File: src/hw/tac_pkg.sv
/*
 * Constants, field layout and types of the translation auxiliary control
 * register bank.
 * Assumes one core clock and a plain register port of word registers.
 */
// Function
// - Nonsecure bit 8, reset 0, gates TLB fill for no-match bypass traffic.
// - Nonsecure bit 4, reset 1, enables intermediate-to-physical cache.
// - Stage-2-only build: bit 4 is reserved, reads zero, no effect.
// - Bit 3, reset 1, enables second-stage level 2 walk cache.
// - Bit 2, reset 1, enables first-stage level 2 walk cache.
// - Secure bit 27 converts non write-back attributes to non-cacheable system.
// - Secure bit 26, reset 1, locks all context registers; clear frees secure.
// - Nonsecure bit 26, reset 1, locks nonsecure context registers.
package tac_pkg;

    // ------------------------------------------------------------
    // Register port and map
    // ------------------------------------------------------------
    localparam int          ADDR_W        = 8;
    localparam int          DATA_W        = 32;
    localparam logic [7:0]  NS_AUX_OFFSET = 8'h00;
    localparam logic [7:0]  S_AUX_OFFSET  = 8'h04;

    // ------------------------------------------------------------
    // Field positions
    // ------------------------------------------------------------
    localparam int NOMATCH_FILL_BIT = 8;
    localparam int IPA_CACHE_BIT    = 4;
    localparam int S2_WALK_BIT      = 3;
    localparam int S1_WALK_BIT      = 2;
    localparam int NS_LOCK_BIT      = 26;
    localparam int NORMALIZE_BIT    = 27;
    localparam int S_LOCK_BIT       = 26;

    // ------------------------------------------------------------
    // Reset values
    // ------------------------------------------------------------
    localparam logic NOMATCH_FILL_RST = 1'h0;
    localparam logic IPA_CACHE_RST    = 1'h1;
    localparam logic S2_WALK_RST      = 1'h1;
    localparam logic S1_WALK_RST      = 1'h1;
    localparam logic NS_LOCK_RST      = 1'h1;
    localparam logic NORMALIZE_RST    = 1'h0;
    localparam logic S_LOCK_RST       = 1'h1;

    // ------------------------------------------------------------
    // Contexts and memory attributes
    // ------------------------------------------------------------
    localparam int          CTX_NUM      = 8;
    localparam logic [1:0]  MEM_DEVICE   = 2'h0;
    localparam logic [1:0]  MEM_NC       = 2'h1;
    localparam logic [1:0]  MEM_WT       = 2'h2;
    localparam logic [1:0]  MEM_WB       = 2'h3;
    localparam logic [1:0]  SHARE_SYSTEM = 2'h3;

    typedef struct packed {
        logic [1:0] inner;
        logic [1:0] outer;
        logic [1:0] share;
    } tac_attr_type;

endpackage

File: src/hw/tac_lock_if.sv
/*
 * Carrier between the register bank and the context write-lock gate.
 * Assumes both ends sit in the same core clock domain.
 */
`timescale 1ns/1ps
interface tac_lock_if;
    import tac_pkg::*;

    logic               sec_lock;
    logic               ns_lock;
    logic [CTX_NUM-1:0] ctx_secure;
    logic [CTX_NUM-1:0] ctx_wr;
    logic [CTX_NUM-1:0] ctx_wr_en;

    modport ctrl (
        output sec_lock,
        output ns_lock,
        output ctx_secure,
        output ctx_wr,
        input  ctx_wr_en
    );

    modport gate (
        input  sec_lock,
        input  ns_lock,
        input  ctx_secure,
        input  ctx_wr,
        output ctx_wr_en
    );
endinterface

File: src/hw/tac_ctx_lock.sv
/*
 * Per-context write gate for the context auxiliary control registers.
 * Assumes the lock bits come straight from the register bank.
 */
`timescale 1ns/1ps
module tac_ctx_lock (
    tac_lock_if.gate lk
);
    import tac_pkg::*;

    // ------------------------------------------------------------
    // One gate per context
    // ------------------------------------------------------------
    genvar n;
    generate
        for (n = 0; n < CTX_NUM; n++) begin : g_ctx
            logic locked;
            // Secure lock overrides all; nonsecure also obeys its own
            assign locked = lk.ctx_secure[n] ? lk.sec_lock
                          : (lk.sec_lock | lk.ns_lock);
            assign lk.ctx_wr_en[n] = lk.ctx_wr[n] & ~locked;
        end
    endgenerate
endmodule

File: src/hw/tac_aux_ctrl_top.sv
/*
 * Auxiliary control register bank of the translation unit: nonsecure
 * and secure auxiliary registers, cache and fill gates, attribute
 * normalisation and the context register write lock.
 * Assumes a single 40 MHz core clock, a synchronous active-low reset
 * and a register master that never issues read and write together.
 */
// The implementer's own choices: strobed register access and the register offsets.
`timescale 1ns/1ps
module tac_aux_ctrl_top #(
    parameter bit STAGE2_ONLY = 1'b0
) (
    input  wire logic                        I_CORE_CLK,
    input  wire logic                        I_RST_B,
    input  wire logic [tac_pkg::ADDR_W-1:0]  I_ADDR,
    input  wire logic [tac_pkg::DATA_W-1:0]  I_WDATA,
    input  wire logic                        I_WR,
    input  wire logic                        I_RD,
    input  wire logic                        I_SECURE,
    output logic      [tac_pkg::DATA_W-1:0]  O_RDATA,
    input  wire logic                        I_NOMATCH_FILL_REQ,
    output logic                             O_NOMATCH_FILL_EN,
    input  wire logic                        I_IPA_STORE_REQ,
    output logic                             O_IPA_STORE_EN,
    input  wire logic                        I_S2_WALK_STORE_REQ,
    output logic                             O_S2_WALK_STORE_EN,
    input  wire logic                        I_S1_WALK_STORE_REQ,
    output logic                             O_S1_WALK_STORE_EN,
    output logic                             O_NOMATCH_BYPASS_TLB_FILL,
    output logic                             O_IPA_CACHE_EN,
    output logic                             O_S2_WALK_CACHE_EN,
    output logic                             O_S1_WALK_CACHE_EN,
    output logic                             O_NORMALIZE_EN,
    input  wire logic                        I_ATTR_VALID,
    input  wire tac_pkg::tac_attr_type       I_ATTR,
    output logic                             O_ATTR_VALID,
    output tac_pkg::tac_attr_type            O_ATTR,
    input  wire logic [tac_pkg::CTX_NUM-1:0] I_CTX_SECURE,
    input  wire logic [tac_pkg::CTX_NUM-1:0] I_CTX_WR,
    output logic      [tac_pkg::CTX_NUM-1:0] O_CTX_WR_EN
);
    import tac_pkg::*;

    // ------------------------------------------------------------
    // Writable field masks
    // ------------------------------------------------------------
    // Stage-2-only builds drop the intermediate cache bit entirely
    localparam logic IPA_IMPL = ~STAGE2_ONLY;

    localparam logic [DATA_W-1:0] NS_WMASK =
        (DATA_W'(1) << NOMATCH_FILL_BIT)
        | (DATA_W'(IPA_IMPL) << IPA_CACHE_BIT)
        | (DATA_W'(1) << S2_WALK_BIT)
        | (DATA_W'(1) << S1_WALK_BIT)
        | (DATA_W'(1) << NS_LOCK_BIT);

    localparam logic [DATA_W-1:0] S_WMASK =
        (DATA_W'(1) << NORMALIZE_BIT)
        | (DATA_W'(1) << S_LOCK_BIT);

    localparam logic [DATA_W-1:0] NS_RST =
        (DATA_W'(NOMATCH_FILL_RST) << NOMATCH_FILL_BIT)
        | (DATA_W'(IPA_CACHE_RST & IPA_IMPL) << IPA_CACHE_BIT)
        | (DATA_W'(S2_WALK_RST) << S2_WALK_BIT)
        | (DATA_W'(S1_WALK_RST) << S1_WALK_BIT)
        | (DATA_W'(NS_LOCK_RST) << NS_LOCK_BIT);

    localparam logic [DATA_W-1:0] S_RST =
        (DATA_W'(NORMALIZE_RST) << NORMALIZE_BIT)
        | (DATA_W'(S_LOCK_RST) << S_LOCK_BIT);

    // ------------------------------------------------------------
    // Register state
    // ------------------------------------------------------------
    logic [DATA_W-1:0] ns_aux_reg;
    logic [DATA_W-1:0] ns_aux_next;
    logic [DATA_W-1:0] s_aux_reg;
    logic [DATA_W-1:0] s_aux_next;
    logic [DATA_W-1:0] rdata_reg;
    logic [DATA_W-1:0] rdata_next;

    logic              hit_ns;
    logic              hit_s;

    // ------------------------------------------------------------
    // Address decode
    // ------------------------------------------------------------
    always_comb begin
        hit_ns = 1'b0;
        hit_s  = 1'b0;
        if (I_ADDR == NS_AUX_OFFSET) begin
            hit_ns = 1'b1;
        end else if (I_ADDR == S_AUX_OFFSET) begin
            // Nonsecure masters do not see the secure register
            hit_s = I_SECURE;
        end
    end

    // ------------------------------------------------------------
    // Register writes
    // ------------------------------------------------------------
    always_comb begin
        ns_aux_next = ns_aux_reg;
        s_aux_next  = s_aux_reg;
        if (I_WR && hit_ns) begin
            ns_aux_next = I_WDATA & NS_WMASK;
        end
        if (I_WR && hit_s) begin
            s_aux_next = I_WDATA & S_WMASK;
        end
    end

    always_ff @(posedge I_CORE_CLK) begin
        if (!I_RST_B) begin
            ns_aux_reg <= NS_RST;
            s_aux_reg  <= S_RST;
        end else begin
            ns_aux_reg <= ns_aux_next;
            s_aux_reg  <= s_aux_next;
        end
    end

    // ------------------------------------------------------------
    // Register reads
    // ------------------------------------------------------------
    // Read data stand only in the cycle after the strobe
    always_comb begin
        rdata_next = '0;
        if (I_RD && hit_ns) begin
            rdata_next = ns_aux_reg;
        end else if (I_RD && hit_s) begin
            rdata_next = s_aux_reg;
        end
    end

    always_ff @(posedge I_CORE_CLK) begin
        if (!I_RST_B) begin
            rdata_reg <= '0;
        end else begin
            rdata_reg <= rdata_next;
        end
    end

    assign O_RDATA = rdata_reg;

    // ------------------------------------------------------------
    // Cache and fill enables
    // ------------------------------------------------------------
    assign O_NOMATCH_BYPASS_TLB_FILL = ns_aux_reg[NOMATCH_FILL_BIT];
    assign O_IPA_CACHE_EN            = ns_aux_reg[IPA_CACHE_BIT]
                                     & IPA_IMPL;
    assign O_S2_WALK_CACHE_EN        = ns_aux_reg[S2_WALK_BIT];
    assign O_S1_WALK_CACHE_EN        = ns_aux_reg[S1_WALK_BIT];
    assign O_NORMALIZE_EN            = s_aux_reg[NORMALIZE_BIT];

    // A disabled cache refuses every store, so nothing is allocated
    assign O_NOMATCH_FILL_EN  = I_NOMATCH_FILL_REQ
                              & O_NOMATCH_BYPASS_TLB_FILL;
    assign O_IPA_STORE_EN     = I_IPA_STORE_REQ
                              & O_IPA_CACHE_EN;
    assign O_S2_WALK_STORE_EN = I_S2_WALK_STORE_REQ
                              & O_S2_WALK_CACHE_EN;
    assign O_S1_WALK_STORE_EN = I_S1_WALK_STORE_REQ
                              & O_S1_WALK_CACHE_EN;

    // ------------------------------------------------------------
    // Attribute normalisation
    // ------------------------------------------------------------
    tac_attr_type attr_reg;
    tac_attr_type attr_next;
    logic         attr_vld_reg;
    logic         attr_vld_next;
    logic         attr_wb;

    // Changing the bit mid-traffic mixes old and new attributes in
    // the TLB; software must invalidate first
    always_comb begin
        attr_wb       = (I_ATTR.inner == MEM_WB)
                      && (I_ATTR.outer == MEM_WB);
        attr_vld_next = I_ATTR_VALID;
        attr_next     = attr_reg;
        if (I_ATTR_VALID) begin
            attr_next = I_ATTR;
            if (O_NORMALIZE_EN && !attr_wb) begin
                attr_next.inner = MEM_NC;
                attr_next.outer = MEM_NC;
                attr_next.share = SHARE_SYSTEM;
            end
        end
    end

    always_ff @(posedge I_CORE_CLK) begin
        if (!I_RST_B) begin
            attr_reg     <= '0;
            attr_vld_reg <= 1'b0;
        end else begin
            attr_reg     <= attr_next;
            attr_vld_reg <= attr_vld_next;
        end
    end

    assign O_ATTR       = attr_reg;
    assign O_ATTR_VALID = attr_vld_reg;

    // ------------------------------------------------------------
    // Context register write lock
    // ------------------------------------------------------------
    tac_lock_if lock_bus ();

    assign lock_bus.sec_lock   = s_aux_reg[S_LOCK_BIT];
    assign lock_bus.ns_lock    = ns_aux_reg[NS_LOCK_BIT];
    assign lock_bus.ctx_secure = I_CTX_SECURE;
    assign lock_bus.ctx_wr     = I_CTX_WR;
    assign O_CTX_WR_EN         = lock_bus.ctx_wr_en;

    tac_ctx_lock u_ctx_lock (
        .lk (lock_bus.gate)
    );

endmodule

File: config.mk
export PLATFORM = sky130hd
export DESIGN_NAME = tac_aux_ctrl_top
export DESIGN_NICKNAME = d
export VERILOG_FILES = /design/src/hw/tac_pkg.sv /design/src/hw/tac_lock_if.sv /design/src/hw/tac_ctx_lock.sv /design/src/hw/tac_aux_ctrl_top.sv
export SDC_FILE = /design/constraint.sdc
export NUM_CORES = 1
export LEC_CHECK = 0
export BUFFER_PORTS_ARGS = -buffer_cell sky130_fd_sc_hd__buf_2
export CAP_MARGIN = 30
export CORE_MARGIN = 2
export CORE_UTILIZATION = 34
export CTS_CLUSTER_DIAMETER = 100
export DETAILED_ROUTE_END_ITERATION = 10
export PLACE_DENSITY = 0.86
export SETUP_SLACK_MARGIN = 0.15
export SLEW_MARGIN = 20
export SYNTH_ARGS = -nofsm -noshare
export SYNTH_HDL_FRONTEND = slang
export SYNTH_SLANG_ARGS = --single-unit
File: constraint.sdc
create_clock -name I_CORE_CLK -period 1.75 [get_ports I_CORE_CLK]
set_input_delay 0.175 -clock I_CORE_CLK [delete_from_list [all_inputs] [get_ports I_CORE_CLK]]
set_output_delay 0.175 -clock I_CORE_CLK [all_outputs]
set_load 0.01 [all_outputs]
# Word level (Yosys, flattened, before mapping)
# Cells that the tools add are included.
# classes
n_bitwise	23
eq_ne	3
reduce_logical	10
n_mux	14
# ops
operator	n
two-way mux 27 bit	2
bitwise AND 1 bit	12
two-way mux 1 bit	11
inverter 1 bit	10
== test 8 x 3 -> 1 bit (second input constant)	1
logical NOT 8 bit	1
logical AND 1 bit	6
two-way mux 6 bit	1
== test 2 bit (second input constant)	2
OR reduction 3 bit	1
OR reduction 2 bit	1
logical NOT 1 bit	1
OR 1 bit	1
# totals
input_bits	72
reg_bits	46
output_inout_bits	56
word_cells	59

# Depth between registers and ports, before layout
# logic_depth
word_depth	6
depth_mapped	4
ltp_nobuf	3

# Modules after synthesis
# From an unflattened synthesis, not the netlist that was laid out.
# hier_totals
cells_unflattened	137
hier_area_um2	1191.1
# by_module_without_submodules
mod	n_inst	seq_area_each_um2	cells_per_inst	area_each_um2
tac_aux_ctrl_top	1	400.4	120	1018.5
tac_ctx_lock	1	0.0	17	172.7

# Least setup slack after synthesis
# Ideal clock, no wire load.
# synth_timing
kind	input to register
from	input I_ADDR[5] (netlist bit)
to	register s_aux_reg[26]
path_slack_ps	368
setup_ps	121
arrival_time_ps	1261
required_time_ps	1629
stages	3
path_cell_list	or4_4 -> or3b_4 -> mux2i_1
# synth_via
elab_chain_len	4
elab_cells_between_ends	5
# synth_lines
element	line_no	text
start, declared	tac_aux_ctrl_top.sv:15	input wire logic [tac_pkg::ADDR_W-1:0] I_ADDR,
== test 8 x 3 -> 1 bit	tac_aux_ctrl_top.sv:93	end else if (I_ADDR == S_AUX_OFFSET) begin
two-way mux 1 bit	tac_aux_ctrl_top.sv:93	
two-way mux 1 bit *	tac_aux_ctrl_top.sv:91	if (I_ADDR == NS_AUX_OFFSET) begin
logical AND 1 bit *	tac_aux_ctrl_top.sv:108	if (I_WR && hit_s) begin
end signal, assigned	tac_aux_ctrl_top.sv:119	s_aux_reg <= s_aux_next;
end, declared	tac_aux_ctrl_top.sv:77	logic [DATA_W-1:0] s_aux_reg;
# Mark *: on every way between the ends. The rest lies on a longest branch, timed or not.
# A chain may end at the register's enable or synchronous reset.

# Final worst setup path
# layout_timing
from	register ns_aux_reg[26]
to	output O_CTX_WR_EN[1] (netlist bit)
# layout_via
elab_chain_len	4
# layout_lines
element	line_no	text
start, declared	tac_aux_ctrl_top.sv:75	logic [DATA_W-1:0] ns_aux_reg;
start signal, assigned	tac_aux_ctrl_top.sv:118	ns_aux_reg <= ns_aux_next;
OR 1 bit	tac_ctx_lock.sv:20	: (lk.sec_lock | lk.ns_lock);
two-way mux 1 bit	tac_ctx_lock.sv:19	assign locked = lk.ctx_secure[n] ? lk.sec_lock
inverter 1 bit	tac_ctx_lock.sv:21	assign lk.ctx_wr_en[n] = lk.ctx_wr[n] & ~locked;
bitwise AND 1 bit	tac_ctx_lock.sv:21	
end, declared	tac_aux_ctrl_top.sv:40	output logic [tac_pkg::CTX_NUM-1:0] O_CTX_WR_EN
# Every way passes these cells.

==> reports/qor.csv <==
metric,value,unit
Antenna Nets Post-Route,0,
Syn-to-layout area delta,32.9,%
total power,991,uW
#FFs+latches synth,20,
crit-path cells,"nor2b_1, nor3b_1, buf_2",
hold path start,I_WDATA[27],
Crit path required time,1570,ps
GP Congestion,0.651,
Max Clk Rate,729,MHz
worst-path maximum fanout,10,
Max-Cap Viols,0,
final period utilization,78.4,%
post-DR vias/cell,4.22,
sequential-to-total area share from yosys stat,35.0,%
Ys Warns,0,
port bufs,75,
drt drc,0,
CP max-delay cell,dfxtp_1,
Clk Tree Root Cell,clkbuf_4,
Peak VDD IR,0.499,mV
die width,62.0,um
hold_buf cts,0,
"top cells by area, synth","dfxtp_1, buf_4, nor2b_1",
critical path startpoint category,register,
Mapped Cells,133,
vias post-DR,1072,
Final Slew Violations,0,
Final Critical Period,1370,ps
clk sinks,20,
Max H-tree Level,1,
Clock Tree Buf Depth,2,
layout cells sized above 1,40.4,%
PostCTS Resize Cnt,0,
pin count of the biggest net entering global routing,23,
main flop type after synthesis,dfxtp_1,
Post-CTS Setup Inserts,0,
FF-to-FF End,O_ATTR[0],
critical path data arrival time,1200,ps
Critical Path Max Stage Delay,390,ps
ys async rst share,0,%
RSZ-0062 raised after global routing,no,
Leak,0.775,nW
GRT overflow,0,
most frequent cells in the layout,"buf_2, conb_1, dfxtp_1, nor2b_1, and2_1",
"Clk Latency, worst-skew pair",300,ps
final hold violation count,0,
R2R depth,2,
I/O pin count,128,
WL/cell,9.51,um
initial antenna violation count,0,
TritonCTS Buffers,3,
Register-to-Register Setup Slack,810,ps
TritonCTS clock tree,built,
R2R Path Start,s_aux_reg[27],
Die Height,62.0,um
NumNets Final,281,
Pwr Density,651,nW/um2
row count,21,
first-pass GRT wire length,3.35,mm
final WL,2.42,mm
DRT Pass-1 Iters,4,
"EDFF count, synth",0,
crit path capture type,output port,
dpl hpwl,1.98,mm
Mean Syn Cell Area,8.61,um2
Worst Hold Class,input port to register,
die area,3850,um2
outcome,"finished, final reports clean",
vias in the first global route,818,
worst min-delay path endpoint,s_aux_reg[27],
Initial Util,34.9,%
CORE AREA,3280,um2
Initial DRC Count,18,
Antenna Cells,0,
"most common cell after layout, fill and taps aside",buf_2,
post-synth top area cell,dfxtp_1,
Total GRT Usage,11.7,%
Synth cell types,25,
mapped cell area,1140,um2
Hold WS,112,ps
final setup vio count,0,
total negative slack,0,ps
critical path type,register to output port,
top-area cell type share of the netlist area,35.0,%
WHS Path Cells,3,
final worst clock skew,2.89,ps
clock-pin slew on the worst setup and hold paths,110,ps
==> where the power goes <==
group	leakage [nW]	switching (mW)	internal (mW)
clock network	0.0279	0.142	0.231
registers	0.163	0.00439	0.466
logic	0.584	0.0790	0.0681
==> worst max-delay path, delay by kind of cell (launching register included) <==
kind,cells,cell delay (ps)
DFF,1,390
and+or+nand+nor,2,350
buffers and inverters,1,160
==> synthesized netlist by cell type (2+ instances only) <==
cell type   n
a31oi_1     3
inv_1       3
nand2_1     8
buf_4      26
clkbuf_1    4
nor2_1      2
a21oi_1     3
nor2b_1    20
mux2i_1     7
o21ai_0     5
nor3b_1     8
nand3_1     3
and2_1      9
nor3_1      2
dfxtp_1    20
==> cell type report <==
| class | count | area, um2 |
|---|---|---|
| fillers | 325 | 1760 |
| clock inverters | 1 | 30.0 |
| flip-flops and latches | 20 | 400 |
| inverters | 3 | 11.3 |
| repair buffers | 76 | 383 |
| well taps | 46 | 57.6 |
| multi-input cells | 105 | 617 |
| clock buffers | 3 | 22.5 |
==> how the worst max path moves through the flow <==
stage | start | endpoint | slack, ps | cells after the start
2_1_floorplan | I_ADDR[5] | s_aux_reg[26] | 370 | 3
3_3_place_gp | I_ADDR[5] | O_RDATA[8] | 200 | 5
3_5_place_dp | I_ADDR[5] | ns_aux_reg[8] | 190 | 4
4_1_cts | ns_aux_reg[26] | O_CTX_WR_EN[1] | 360 | 3
5_1_grt | ns_aux_reg[26] | O_CTX_WR_EN[1] | 230 | 3
6_report | ns_aux_reg[26] | O_CTX_WR_EN[1] | 380 | 3
==> layer usage <==
layer  track usage [%]  wire length [um]  share of wire (%)  up-vias
li1                  -                 -                  -      542
met1              12.3               925                 38      460
met2              22.3              1160                 48       70
met3              4.35               330                 14        0
met4              1.82                 0                  0        0
met5                 0                 0                  0        -
==> per-stage QoR <==
stage | utilization, % | worst slack (ps) | cells | instance area [um2]
after floorplan | - | 368 | 158 | 1240
after global placement | 44.7 | 197 | 250 | 1470
after detailed placement | 44.7 | 192 | 250 | 1470
after CTS | 46.3 | 359 | 254 | 1520
after global routing | 46.3 | 232 | 254 | 1520
final | 46.3 | 379 | 254 | 1520
==> logic make-up (layout without fill, tap and decap cells) <==
kind of cell,Yosys count,in the layout,share of synthesized area (%)
flip-flops,20,20,35.0
multiplexers,7,7,6.12
AO/OA/AOI/OAI,13,13,6.67
AND/OR/NAND/NOR,59,59,32.6
other,1,26,0.328
buffers and inverters,33,83,19.3
No activity file was read; power rests on OpenSTA's default activity.
